===== config.mk =====
export PLATFORM = sky130hd
export DESIGN_NAME = cfs_top
export DESIGN_NICKNAME = d
export VERILOG_FILES = /design/src/rtl/cfs_pkg.sv /design/src/rtl/cfs_top.sv
export SDC_FILE = /design/constraint.sdc
export NUM_CORES = 1
export LEC_CHECK = 0
export BUFFER_PORTS_ARGS = -buffer_cell sky130_fd_sc_hd__clkbuf_2
export CAP_MARGIN = 20
export CORE_AREA = 2 2 102 104
export CTS_CLUSTER_DIAMETER = 120
export DETAILED_ROUTE_END_ITERATION = 8
export DIE_AREA = 0 0 104 106
export PLACE_DENSITY = 0.77
export SKIP_LAST_GASP = 1
export SYNTH_ARGS = -nofsm -noshare
export SYNTH_HDL_FRONTEND = slang
export SYNTH_SLANG_ARGS = --single-unit

===== constraint.sdc =====
create_clock -name clk_in -period 2.9 [get_ports clk_in]
set_input_delay 0.29 -clock clk_in [delete_from_list [all_inputs] [get_ports clk_in]]
set_output_delay 0.29 -clock clk_in [all_outputs]
set_load 0.005 [all_outputs]

===== src/rtl/cfs_pkg.sv =====
/*
 * Shared constants and types for the CPU frequency source selector.
 * Assumes a 32-bit AHB-Lite bus with word-aligned registers.
 */
package cfs_pkg;

  // Register byte offsets
  localparam logic [7:0] CFS_OFF_CTRL = 8'h00;
  localparam logic [7:0] CFS_OFF_CPU_NUM = 8'h04;
  localparam logic [7:0] CFS_OFF_CPU_DEN = 8'h08;
  localparam logic [7:0] CFS_OFF_CPU_PAIR = 8'h0C;
  localparam logic [7:0] CFS_OFF_RCV_PAIR = 8'h10;
  localparam logic [7:0] CFS_OFF_STATUS = 8'h14;

  // Control register fields
  localparam int CFS_CTRL_PROG_EN = 0;
  localparam int CFS_CTRL_OVERRIDE = 1;
  localparam int CFS_CTRL_RCV_SEL = 2;
  localparam int CFS_CTRL_SEL_LSB = 4;

  // Pair register fields
  localparam int CFS_PAIR_NUM_LSB = 0;
  localparam int CFS_PAIR_DEN_LSB = 8;

  // Status register fields
  localparam int CFS_STAT_STRAP_LSB = 0;
  localparam int CFS_STAT_STRAP_OK = 5;
  localparam int CFS_STAT_RCV_ACT = 6;
  localparam int CFS_STAT_PROG = 7;
  localparam int CFS_STAT_SEL_LSB = 8;

  // Field widths
  localparam int CFS_SEL_W = 5;
  localparam int CFS_NUM_W = 8;
  localparam int CFS_DEN_W = 7;

  // Reset values
  localparam logic CFS_RST_PROG_EN = 1'b0;
  localparam logic CFS_RST_OVERRIDE = 1'b0;
  localparam logic CFS_RST_RCV_SEL = 1'b0;
  localparam logic [4:0] CFS_RST_SEL = 5'h00;
  localparam logic [7:0] CFS_RST_NUM = 8'h00;
  localparam logic [6:0] CFS_RST_DEN = 7'h00;

  // Strap settle time after reset release
  localparam int CFS_STRAP_SETTLE_NS = 64;
  localparam int CFS_CLK_PERIOD_NS = 8;
  localparam int CFS_STRAP_SETTLE_CYC =
    (CFS_STRAP_SETTLE_NS + CFS_CLK_PERIOD_NS - 1) / CFS_CLK_PERIOD_NS;

  // AHB encodings
  localparam logic [1:0] CFS_HTRANS_NONSEQ = 2'h2;
  localparam logic [2:0] CFS_HSIZE_WORD = 3'h2;

  typedef struct packed {
    logic [6:0] den;
    logic [7:0] num;
  } cfs_ratio_t;

  typedef enum logic [1:0] {
    CFS_STRAP_SETTLE,
    CFS_STRAP_HELD
  } cfs_strap_state_t;

endpackage


===== src/rtl/cfs_top.sv =====
/*
 * CPU frequency source selector with an AHB-Lite register slave.
 * Picks the gear/ratio select, the numerator/denominator pair and the mode
 * driven to the PLL, from straps, software bits or recovery values.
 * Assumes straps are asynchronous pins and the watchdog timeout pulse comes
 * from logic on clk_in.
 */
// Contract
// - Programmable enable clears at reset
// - Disabled mode: straps or software select
// - Override resets zero, selects straps
// - Enabled mode: programmed numerator/denominator drive CPU
// - Enabled, override clear: straps give gear
// - Enabled, override set: software gives gear
// - Numerator or denominator write starts load (the code drops it before the straps settle while override is clear)
// - Recovery pair with latched strap ratio
// - Timeout switches to selected recovery source
`timescale 1ns/10ps
module cfs_top #(
  parameter int STRAP_SETTLE_CYC = cfs_pkg::CFS_STRAP_SETTLE_CYC
) (
  // Clock and reset
  input wire logic clk_in,
  input wire logic resetn_in,
  // AHB-Lite slave
  input wire logic hsel_in,
  input wire logic [31:0] haddr_in,
  input wire logic [1:0] htrans_in,
  input wire logic hwrite_in,
  input wire logic [2:0] hsize_in,
  input wire logic [31:0] hwdata_in,
  input wire logic hready_in,
  output logic hreadyout_out,
  output logic hresp_out,
  output logic [31:0] hrdata_out,
  // Straps and watchdog
  input wire logic [4:0] strap_frequency_select_in,
  input wire logic watchdog_timeout_in,
  // PLL control
  output logic prog_mode_out,
  output logic [4:0] gear_select_out,
  output logic [7:0] freq_numerator_out,
  output logic [6:0] freq_denominator_out,
  output logic freq_load_out,
  output logic recovery_active_out
);

  // Two synchroniser stages must fill before the strap capture
  if (STRAP_SETTLE_CYC < 2 || STRAP_SETTLE_CYC > 255) begin : gen_bad_settle
    $error("STRAP_SETTLE_CYC out of range");
  end
  // Field widths must match the PLL control ports
  if (cfs_pkg::CFS_SEL_W != $bits(gear_select_out) ||
      cfs_pkg::CFS_NUM_W != $bits(freq_numerator_out) ||
      cfs_pkg::CFS_DEN_W != $bits(freq_denominator_out)) begin : gen_bad_width
    $error("field widths do not match the PLL ports");
  end
  // Numerator and denominator must not overlap in a pair word
  if (cfs_pkg::CFS_PAIR_DEN_LSB <
      cfs_pkg::CFS_PAIR_NUM_LSB + cfs_pkg::CFS_NUM_W) begin : gen_bad_pair
    $error("pair fields overlap");
  end
  // Select fields must fit in a bus word
  if (cfs_pkg::CFS_CTRL_SEL_LSB + cfs_pkg::CFS_SEL_W > $bits(hrdata_out) ||
      cfs_pkg::CFS_STAT_SEL_LSB + cfs_pkg::CFS_SEL_W > $bits(hrdata_out)) begin : gen_bad_fit
    $error("select fields exceed the bus word");
  end
  // Every register sits on its own aligned word
  if ((cfs_pkg::CFS_OFF_CTRL[1:0] | cfs_pkg::CFS_OFF_CPU_NUM[1:0] |
       cfs_pkg::CFS_OFF_CPU_DEN[1:0] | cfs_pkg::CFS_OFF_CPU_PAIR[1:0] |
       cfs_pkg::CFS_OFF_RCV_PAIR[1:0] | cfs_pkg::CFS_OFF_STATUS[1:0]) !=
      2'h0) begin : gen_bad_align
    $error("register offsets must be word aligned");
  end

  function automatic logic is_off(input logic [7:0] a, input logic [7:0] off);
    is_off = (a == off);
  endfunction

  // Strap synchroniser and latch
  logic [4:0] strap_s1_r;
  logic [4:0] strap_s2_r;
  logic [4:0] strap_latched_r, strap_latched_nxt;
  logic [7:0] settle_cnt_r, settle_cnt_nxt;
  cfs_pkg::cfs_strap_state_t strap_st_r, strap_st_nxt;

  always_comb begin
    strap_latched_nxt = strap_latched_r;
    settle_cnt_nxt = settle_cnt_r;
    strap_st_nxt = strap_st_r;
    case (strap_st_r)
      cfs_pkg::CFS_STRAP_SETTLE: begin
        if (settle_cnt_r >= 8'(STRAP_SETTLE_CYC)) begin
          // Counting from release lets both synchroniser stages fill first
          strap_latched_nxt = strap_s2_r;
          strap_st_nxt = cfs_pkg::CFS_STRAP_HELD;
        end else begin
          settle_cnt_nxt = settle_cnt_r + 8'h01;
        end
      end
      default: begin
        strap_st_nxt = cfs_pkg::CFS_STRAP_HELD;
      end
    endcase
  end

  always_ff @(posedge clk_in or negedge resetn_in) begin
    if (!resetn_in) begin
      strap_s1_r <= 5'h00;
      strap_s2_r <= 5'h00;
      strap_latched_r <= 5'h00;
      settle_cnt_r <= 8'h00;
      strap_st_r <= cfs_pkg::CFS_STRAP_SETTLE;
    end else begin
      strap_s1_r <= strap_frequency_select_in;
      strap_s2_r <= strap_s1_r;
      strap_latched_r <= strap_latched_nxt;
      settle_cnt_r <= settle_cnt_nxt;
      strap_st_r <= strap_st_nxt;
    end
  end

  logic strap_ok;
  assign strap_ok = (strap_st_r == cfs_pkg::CFS_STRAP_HELD);

  // Bus and register state
  logic dp_wr_r, dp_wr_nxt;
  logic [7:0] dp_addr_r, dp_addr_nxt;
  logic [31:0] rdata_r, rdata_nxt;
  logic prog_en_r, prog_en_nxt;
  logic override_r, override_nxt;
  logic rcv_sel_r, rcv_sel_nxt;
  logic [4:0] soft_sel_r, soft_sel_nxt;
  cfs_pkg::cfs_ratio_t cpu_r, cpu_nxt;
  cfs_pkg::cfs_ratio_t rcv_r, rcv_nxt;
  logic rcv_act_r, rcv_act_nxt;
  logic load_r, load_nxt;
  logic prog_r, prog_nxt;
  logic [4:0] gear_r, gear_nxt;
  logic [7:0] num_r, num_nxt;
  logic [6:0] den_r, den_nxt;
  logic hreadyout_r, hreadyout_nxt;
  logic hresp_r, hresp_nxt;
  logic addr_phase;
  logic [31:0] wd;

  assign addr_phase = hsel_in && hready_in && htrans_in[1];
  assign wd = hwdata_in;

  always_comb begin
    dp_wr_nxt = 1'b0;
    dp_addr_nxt = dp_addr_r;
    prog_en_nxt = prog_en_r;
    override_nxt = override_r;
    rcv_sel_nxt = rcv_sel_r;
    soft_sel_nxt = soft_sel_r;
    cpu_nxt = cpu_r;
    rcv_nxt = rcv_r;
    rcv_act_nxt = rcv_act_r;
    load_nxt = 1'b0;
    rdata_nxt = 32'h0000_0000;
    hreadyout_nxt = 1'b1;
    hresp_nxt = 1'b0;

    // Write data phase
    if (dp_wr_r) begin
      if (is_off(dp_addr_r, cfs_pkg::CFS_OFF_CTRL)) begin
        prog_en_nxt = wd[cfs_pkg::CFS_CTRL_PROG_EN];
        override_nxt = wd[cfs_pkg::CFS_CTRL_OVERRIDE];
        rcv_sel_nxt = wd[cfs_pkg::CFS_CTRL_RCV_SEL];
        soft_sel_nxt = wd[cfs_pkg::CFS_CTRL_SEL_LSB +: cfs_pkg::CFS_SEL_W];
      end else if (is_off(dp_addr_r, cfs_pkg::CFS_OFF_CPU_NUM)) begin
        cpu_nxt.num = wd[cfs_pkg::CFS_PAIR_NUM_LSB +: cfs_pkg::CFS_NUM_W];
        load_nxt = 1'b1;
      end else if (is_off(dp_addr_r, cfs_pkg::CFS_OFF_CPU_DEN)) begin
        cpu_nxt.den = wd[cfs_pkg::CFS_PAIR_NUM_LSB +: cfs_pkg::CFS_DEN_W];
        load_nxt = 1'b1;
      end else if (is_off(dp_addr_r, cfs_pkg::CFS_OFF_CPU_PAIR)) begin
        // Both fields in one transfer avoid an intermediate frequency
        cpu_nxt.num = wd[cfs_pkg::CFS_PAIR_NUM_LSB +: cfs_pkg::CFS_NUM_W];
        cpu_nxt.den = wd[cfs_pkg::CFS_PAIR_DEN_LSB +: cfs_pkg::CFS_DEN_W];
        load_nxt = 1'b1;
      end else if (is_off(dp_addr_r, cfs_pkg::CFS_OFF_RCV_PAIR)) begin
        rcv_nxt.num = wd[cfs_pkg::CFS_PAIR_NUM_LSB +: cfs_pkg::CFS_NUM_W];
        rcv_nxt.den = wd[cfs_pkg::CFS_PAIR_DEN_LSB +: cfs_pkg::CFS_DEN_W];
      end else if (is_off(dp_addr_r, cfs_pkg::CFS_OFF_STATUS)) begin
        if (wd[cfs_pkg::CFS_STAT_RCV_ACT]) begin
          rcv_act_nxt = 1'b0;
        end
      end
    end

    // Timeout wins over a clear in the same cycle
    if (watchdog_timeout_in) begin
      rcv_act_nxt = 1'b1;
      load_nxt = 1'b1;
    end

    // Source selection
    if (rcv_act_nxt) begin
      gear_nxt = strap_latched_r;
      prog_nxt = rcv_sel_nxt;
      num_nxt = rcv_sel_nxt ? rcv_nxt.num : cpu_r.num;
      den_nxt = rcv_sel_nxt ? rcv_nxt.den : cpu_r.den;
    end else begin
      prog_nxt = prog_en_nxt;
      // Override picks the same source for gear in both modes
      gear_nxt = override_nxt ? soft_sel_nxt : strap_latched_r;
      num_nxt = cpu_nxt.num;
      den_nxt = cpu_nxt.den;
    end
    // A load before the straps settle would steer the PLL from reset values
    if (!strap_ok && !override_nxt) begin
      load_nxt = 1'b0;
    end

    // Address phase, read data built from next values
    if (addr_phase) begin
      dp_wr_nxt = hwrite_in;
      dp_addr_nxt = haddr_in[7:0];
      if (!hwrite_in) begin
        if (is_off(haddr_in[7:0], cfs_pkg::CFS_OFF_CTRL)) begin
          rdata_nxt[cfs_pkg::CFS_CTRL_PROG_EN] = prog_en_nxt;
          rdata_nxt[cfs_pkg::CFS_CTRL_OVERRIDE] = override_nxt;
          rdata_nxt[cfs_pkg::CFS_CTRL_RCV_SEL] = rcv_sel_nxt;
          rdata_nxt[cfs_pkg::CFS_CTRL_SEL_LSB +: cfs_pkg::CFS_SEL_W] = soft_sel_nxt;
        end else if (is_off(haddr_in[7:0], cfs_pkg::CFS_OFF_CPU_NUM)) begin
          rdata_nxt[cfs_pkg::CFS_PAIR_NUM_LSB +: cfs_pkg::CFS_NUM_W] = cpu_nxt.num;
        end else if (is_off(haddr_in[7:0], cfs_pkg::CFS_OFF_CPU_DEN)) begin
          rdata_nxt[cfs_pkg::CFS_PAIR_NUM_LSB +: cfs_pkg::CFS_DEN_W] = cpu_nxt.den;
        end else if (is_off(haddr_in[7:0], cfs_pkg::CFS_OFF_CPU_PAIR)) begin
          rdata_nxt[cfs_pkg::CFS_PAIR_NUM_LSB +: cfs_pkg::CFS_NUM_W] = cpu_nxt.num;
          rdata_nxt[cfs_pkg::CFS_PAIR_DEN_LSB +: cfs_pkg::CFS_DEN_W] = cpu_nxt.den;
        end else if (is_off(haddr_in[7:0], cfs_pkg::CFS_OFF_RCV_PAIR)) begin
          rdata_nxt[cfs_pkg::CFS_PAIR_NUM_LSB +: cfs_pkg::CFS_NUM_W] = rcv_nxt.num;
          rdata_nxt[cfs_pkg::CFS_PAIR_DEN_LSB +: cfs_pkg::CFS_DEN_W] = rcv_nxt.den;
        end else if (is_off(haddr_in[7:0], cfs_pkg::CFS_OFF_STATUS)) begin
          rdata_nxt[cfs_pkg::CFS_STAT_STRAP_LSB +: cfs_pkg::CFS_SEL_W] = strap_latched_nxt;
          rdata_nxt[cfs_pkg::CFS_STAT_STRAP_OK] =
            (strap_st_nxt == cfs_pkg::CFS_STRAP_HELD);
          rdata_nxt[cfs_pkg::CFS_STAT_RCV_ACT] = rcv_act_nxt;
          rdata_nxt[cfs_pkg::CFS_STAT_PROG] = prog_nxt;
          rdata_nxt[cfs_pkg::CFS_STAT_SEL_LSB +: cfs_pkg::CFS_SEL_W] = gear_nxt;
        end
      end
    end
  end

  always_ff @(posedge clk_in or negedge resetn_in) begin
    if (!resetn_in) begin
      dp_wr_r <= 1'b0;
      dp_addr_r <= 8'h00;
      rdata_r <= 32'h0000_0000;
      prog_en_r <= cfs_pkg::CFS_RST_PROG_EN;
      override_r <= cfs_pkg::CFS_RST_OVERRIDE;
      rcv_sel_r <= cfs_pkg::CFS_RST_RCV_SEL;
      soft_sel_r <= cfs_pkg::CFS_RST_SEL;
      cpu_r <= {cfs_pkg::CFS_RST_DEN, cfs_pkg::CFS_RST_NUM};
      rcv_r <= {cfs_pkg::CFS_RST_DEN, cfs_pkg::CFS_RST_NUM};
      rcv_act_r <= 1'b0;
      load_r <= 1'b0;
      prog_r <= cfs_pkg::CFS_RST_PROG_EN;
      gear_r <= 5'h00;
      num_r <= cfs_pkg::CFS_RST_NUM;
      den_r <= cfs_pkg::CFS_RST_DEN;
      hreadyout_r <= 1'b1;
      hresp_r <= 1'b0;
    end else begin
      dp_wr_r <= dp_wr_nxt;
      dp_addr_r <= dp_addr_nxt;
      rdata_r <= rdata_nxt;
      prog_en_r <= prog_en_nxt;
      override_r <= override_nxt;
      rcv_sel_r <= rcv_sel_nxt;
      soft_sel_r <= soft_sel_nxt;
      cpu_r <= cpu_nxt;
      rcv_r <= rcv_nxt;
      rcv_act_r <= rcv_act_nxt;
      load_r <= load_nxt;
      prog_r <= prog_nxt;
      gear_r <= gear_nxt;
      num_r <= num_nxt;
      den_r <= den_nxt;
      hreadyout_r <= hreadyout_nxt;
      hresp_r <= hresp_nxt;
    end
  end

  // Zero-wait slave, always OKAY, still taken from flops
  assign hreadyout_out = hreadyout_r;
  assign hresp_out = hresp_r;
  assign hrdata_out = rdata_r;
  assign prog_mode_out = prog_r;
  assign gear_select_out = gear_r;
  assign freq_numerator_out = num_r;
  assign freq_denominator_out = den_r;
  assign freq_load_out = load_r;
  assign recovery_active_out = rcv_act_r;

endmodule


==> metrics.yaml <==
outcome: "completed"
final.setup.tns_ns: 0
cts_resized: 0
syn_inst: 427
fin_area_um2: 5660
finalNetCount: 590
synth_common_cells: "dfrtp_1 (110), nand2_1 (42), mux2_2 (32), a21oi_1 (26), nor2_1 (24)"
vdd_drop_max_v: 0.000243
placementRows: 37
cts_root_buf: "clkbuf_8"
grt_setup_unrepaired: "false"
totalWireLength_um: 12300
dieArea_um2: 11000
ios: 137
worst_pin_slew_ns: 0.660
maxSlewHeadroom: 0.560
r2r-end: "hrdata_out[0]"
synth-main-ff-cell: "dfrtp_1"
drt_first_pass_iters: 6
port_buffers: 72
crit_slowest_cell: "o21ai_0"
grt_overflow_total: 0
ys_types: 54
hold_start: "strap_frequency_select_in[3]"
fillCellCount: 857
post-synth-top-count-cell: "dfrtp_1"
worstPathCellList: "nor4_4, buf_4, nand2_1, o21ai_0, o221ai_1, a221oi_1"
dpl_cell_area_um2: 5450
grt_pass1_vias: 3752
max_stage_delay_ns: 0.53
worstSkewPairLatency_ns: 0.39
finalSetupViolations: 0
fin_util: 0.566
syn_area_per_cell_um2: 11.5
max_freq_mhz: 384
h-tree-depth: 3
gp_congestion: 0.935
clk_transition_reported_paths_ns: 0.10
cp.arrival_ns: 2.86
min-delay-path-class: "in -> reg"
drive_gt1_frac: 0.281
antenna_found_initial: 0
seq_area_um2: 2750
synth_area_leaders: "dfrtp_1 (56%), mux2_2 (7.4%), mux2i_1 (4.7%)"
grt_pass1_wl_um: 19800
multi_input_area_um2: 1950
hold_viol: 0
netlist_area_um2: 4900
path_delay_family: "compound AO/OA/AOI/OAI gates"
core_um2: 10000
synth-seq-cells: 110
grt.total_usage: 0.236
vias: 3669
remaining_drc_errors: 0
slew_viol_final: 0
synth_warnings: 0
critPathKind: "reg -> reg"
drt_iter0_drc: 370
drv_cap: 0
numCtsBuffers: 9
period_minus_slack_ns: 2.60
grt_max_degree: 59
min_path_cells: 1
clock-sinks: 110
area_growth_pct: 15.6
cts_hold_buf: 1
ys_seq_area_frac: 0.562
die_y_um: 106
hold_path_end: "strap_s1_r[3]"
fin_skew_ns: 0.0122
ys_async_sr_fraction: 1.00
avgViaCountPerCell: 5.65
yosysTopAreaCell: "dfrtp_1"
ff2ff_path_depth: 6
synth_edf_count: 0
rrSetupSlack_ns: 0.30
clock_path_buffers: 2
postRouteAntennaNets: 0
wl_per_cell_um: 19.0
required_ns: 3.16
p_leak_nw: 2.62
synth_top_area_frac: 0.562
n_antenna_cell: 0
path_buf_inv: 1
start_kind: "flop"
r2r_start: "dp_addr_r[7]"
finalCritPeriodShare: 0.897
start_util: 0.490
hpwlAfterDp_um: 8950
cp_max_fo: 9
die_w_um: 104
cts_tree: "done"
power_density_nw_per_um2: 543
setup.worst_path.end_class: "flop"
post_cts_buffers: 0
-- flip-flops by register name (all words and copies together) (netlist names), 2 cells and up --
| name | count |
|---|---|
| cpu_r | 15 |
| hrdata_out | 15 |
| rcv_r | 15 |
| dp_addr_r | 8 |
| freq_numerator_out | 8 |
| settle_cnt_r | 8 |
| freq_denominator_out | 7 |
| gear_select_out | 5 |
| soft_sel_r | 5 |
| strap_latched_r | 5 |
| strap_s1_r | 5 |
| strap_s2_r | 5 |
| strap_st_r | 2 |
-- metal layers --
layer,up-vias,global-route usage,wire [µm]
li1,1650,-,-
met1,1812,0.295,5050
met2,165,0.383,5850
met3,42,0.0570,886
met4,0,0.120,527
met5,-,0,0
-- per-stage QoR --
stage	total power, mW	cells	hold WS [ns]	worst slack (ns)
after global placement	2.10	632	0.333	0.374
final	3.08	649	0.0128	0.299
after detailed placement	2.12	632	0.335	0.365
after floorplan	1.95	445	-0.00559	0.751
after CTS	3.09	649	0.00258	0.327
after global routing	3.21	649	0.00505	0.106
-- placed cells by master, fill, tap and decap left out, types with 3 or more instances in the layout --
| master | instances |
|---|---|
| dfrtp_1 | 110 |
| clkbuf_2 | 71 |
| nand2_1 | 42 |
| mux2_2 | 32 |
| a21oi_1 | 26 |
| nor2_1 | 24 |
| mux2i_1 | 23 |
| conb_1 | 20 |
| o21ai_0 | 16 |
| buf_4 | 16 |
| inv_1 | 14 |
| o22a_1 | 10 |
| clkbuf_8 | 9 |
| nand3_1 | 6 |
| o221ai_1 | 6 |
| and2_1 | 5 |
| a211oi_1 | 5 |
| a221oi_1 | 5 |
| nor3b_1 | 4 |
| o211ai_1 | 4 |
| clkbuf_1 | 4 |
| nand3_2 | 3 |
| nor2b_1 | 3 |
| a222oi_1 | 3 |
| a22oi_1 | 3 |
| a31oi_1 | 3 |
-- worst max-delay path by stage --
stage                       startpoint               endpoint  slack (ns)  cells past startpoint
after global routing      dp_addr_r[7]         hrdata_out[11]        0.11                      6
final                     dp_addr_r[7]          hrdata_out[0]        0.30                      6
after global placement    dp_addr_r[3]          hrdata_out[0]        0.37                      5
after detailed placement  dp_addr_r[7]         hrdata_out[10]        0.37                      6
after floorplan           dp_addr_r[7]          hrdata_out[3]        0.75                      6
after CTS                 dp_addr_r[7]  freq_numerator_out[2]        0.33                      6
-- where the power goes --
part / leakage, nW / internal (mW) / switching (mW) / total [mW]
Combinational: 1.22 / 0.161 / 0.232 / 0.393
Clock: 0.102 / 0.490 / 0.495 / 0.985
Sequential: 1.30 / 1.64 / 0.0565 / 1.70
Total: 2.62 / 2.29 / 0.783 / 3.08
-- cells by family after synthesis --
group / synth area share
compound gates: 0.139
xor+xnor: 0.00358
fa+ha+maj: 0.00511
buf+inv: 0.0557
flops: 0.562
mux: 0.125
other cells: 0.00153
simple gates: 0.108
-- worst register-to-register path, cell delays in order, from the launching register on --
cell and delay [ns]:
dfrtp_1 0.42, nor4_4 0.47, buf_4 0.22, nand2_1 0.26, o21ai_0 0.53, o221ai_1 0.20, a221oi_1 0.37
-- layout make-up --
class / instances / share of cell area
clock inverters: 3 / 0.0122
flip-flops and latches: 110 / 0.486
well taps: 136 / 0.0300
repair buffers: 90 / 0.0928
multi-input cells: 283 / 0.345
inverters: 14 / 0.00928
clock buffers: 13 / 0.0245
(Power assumes the default switching activity.)
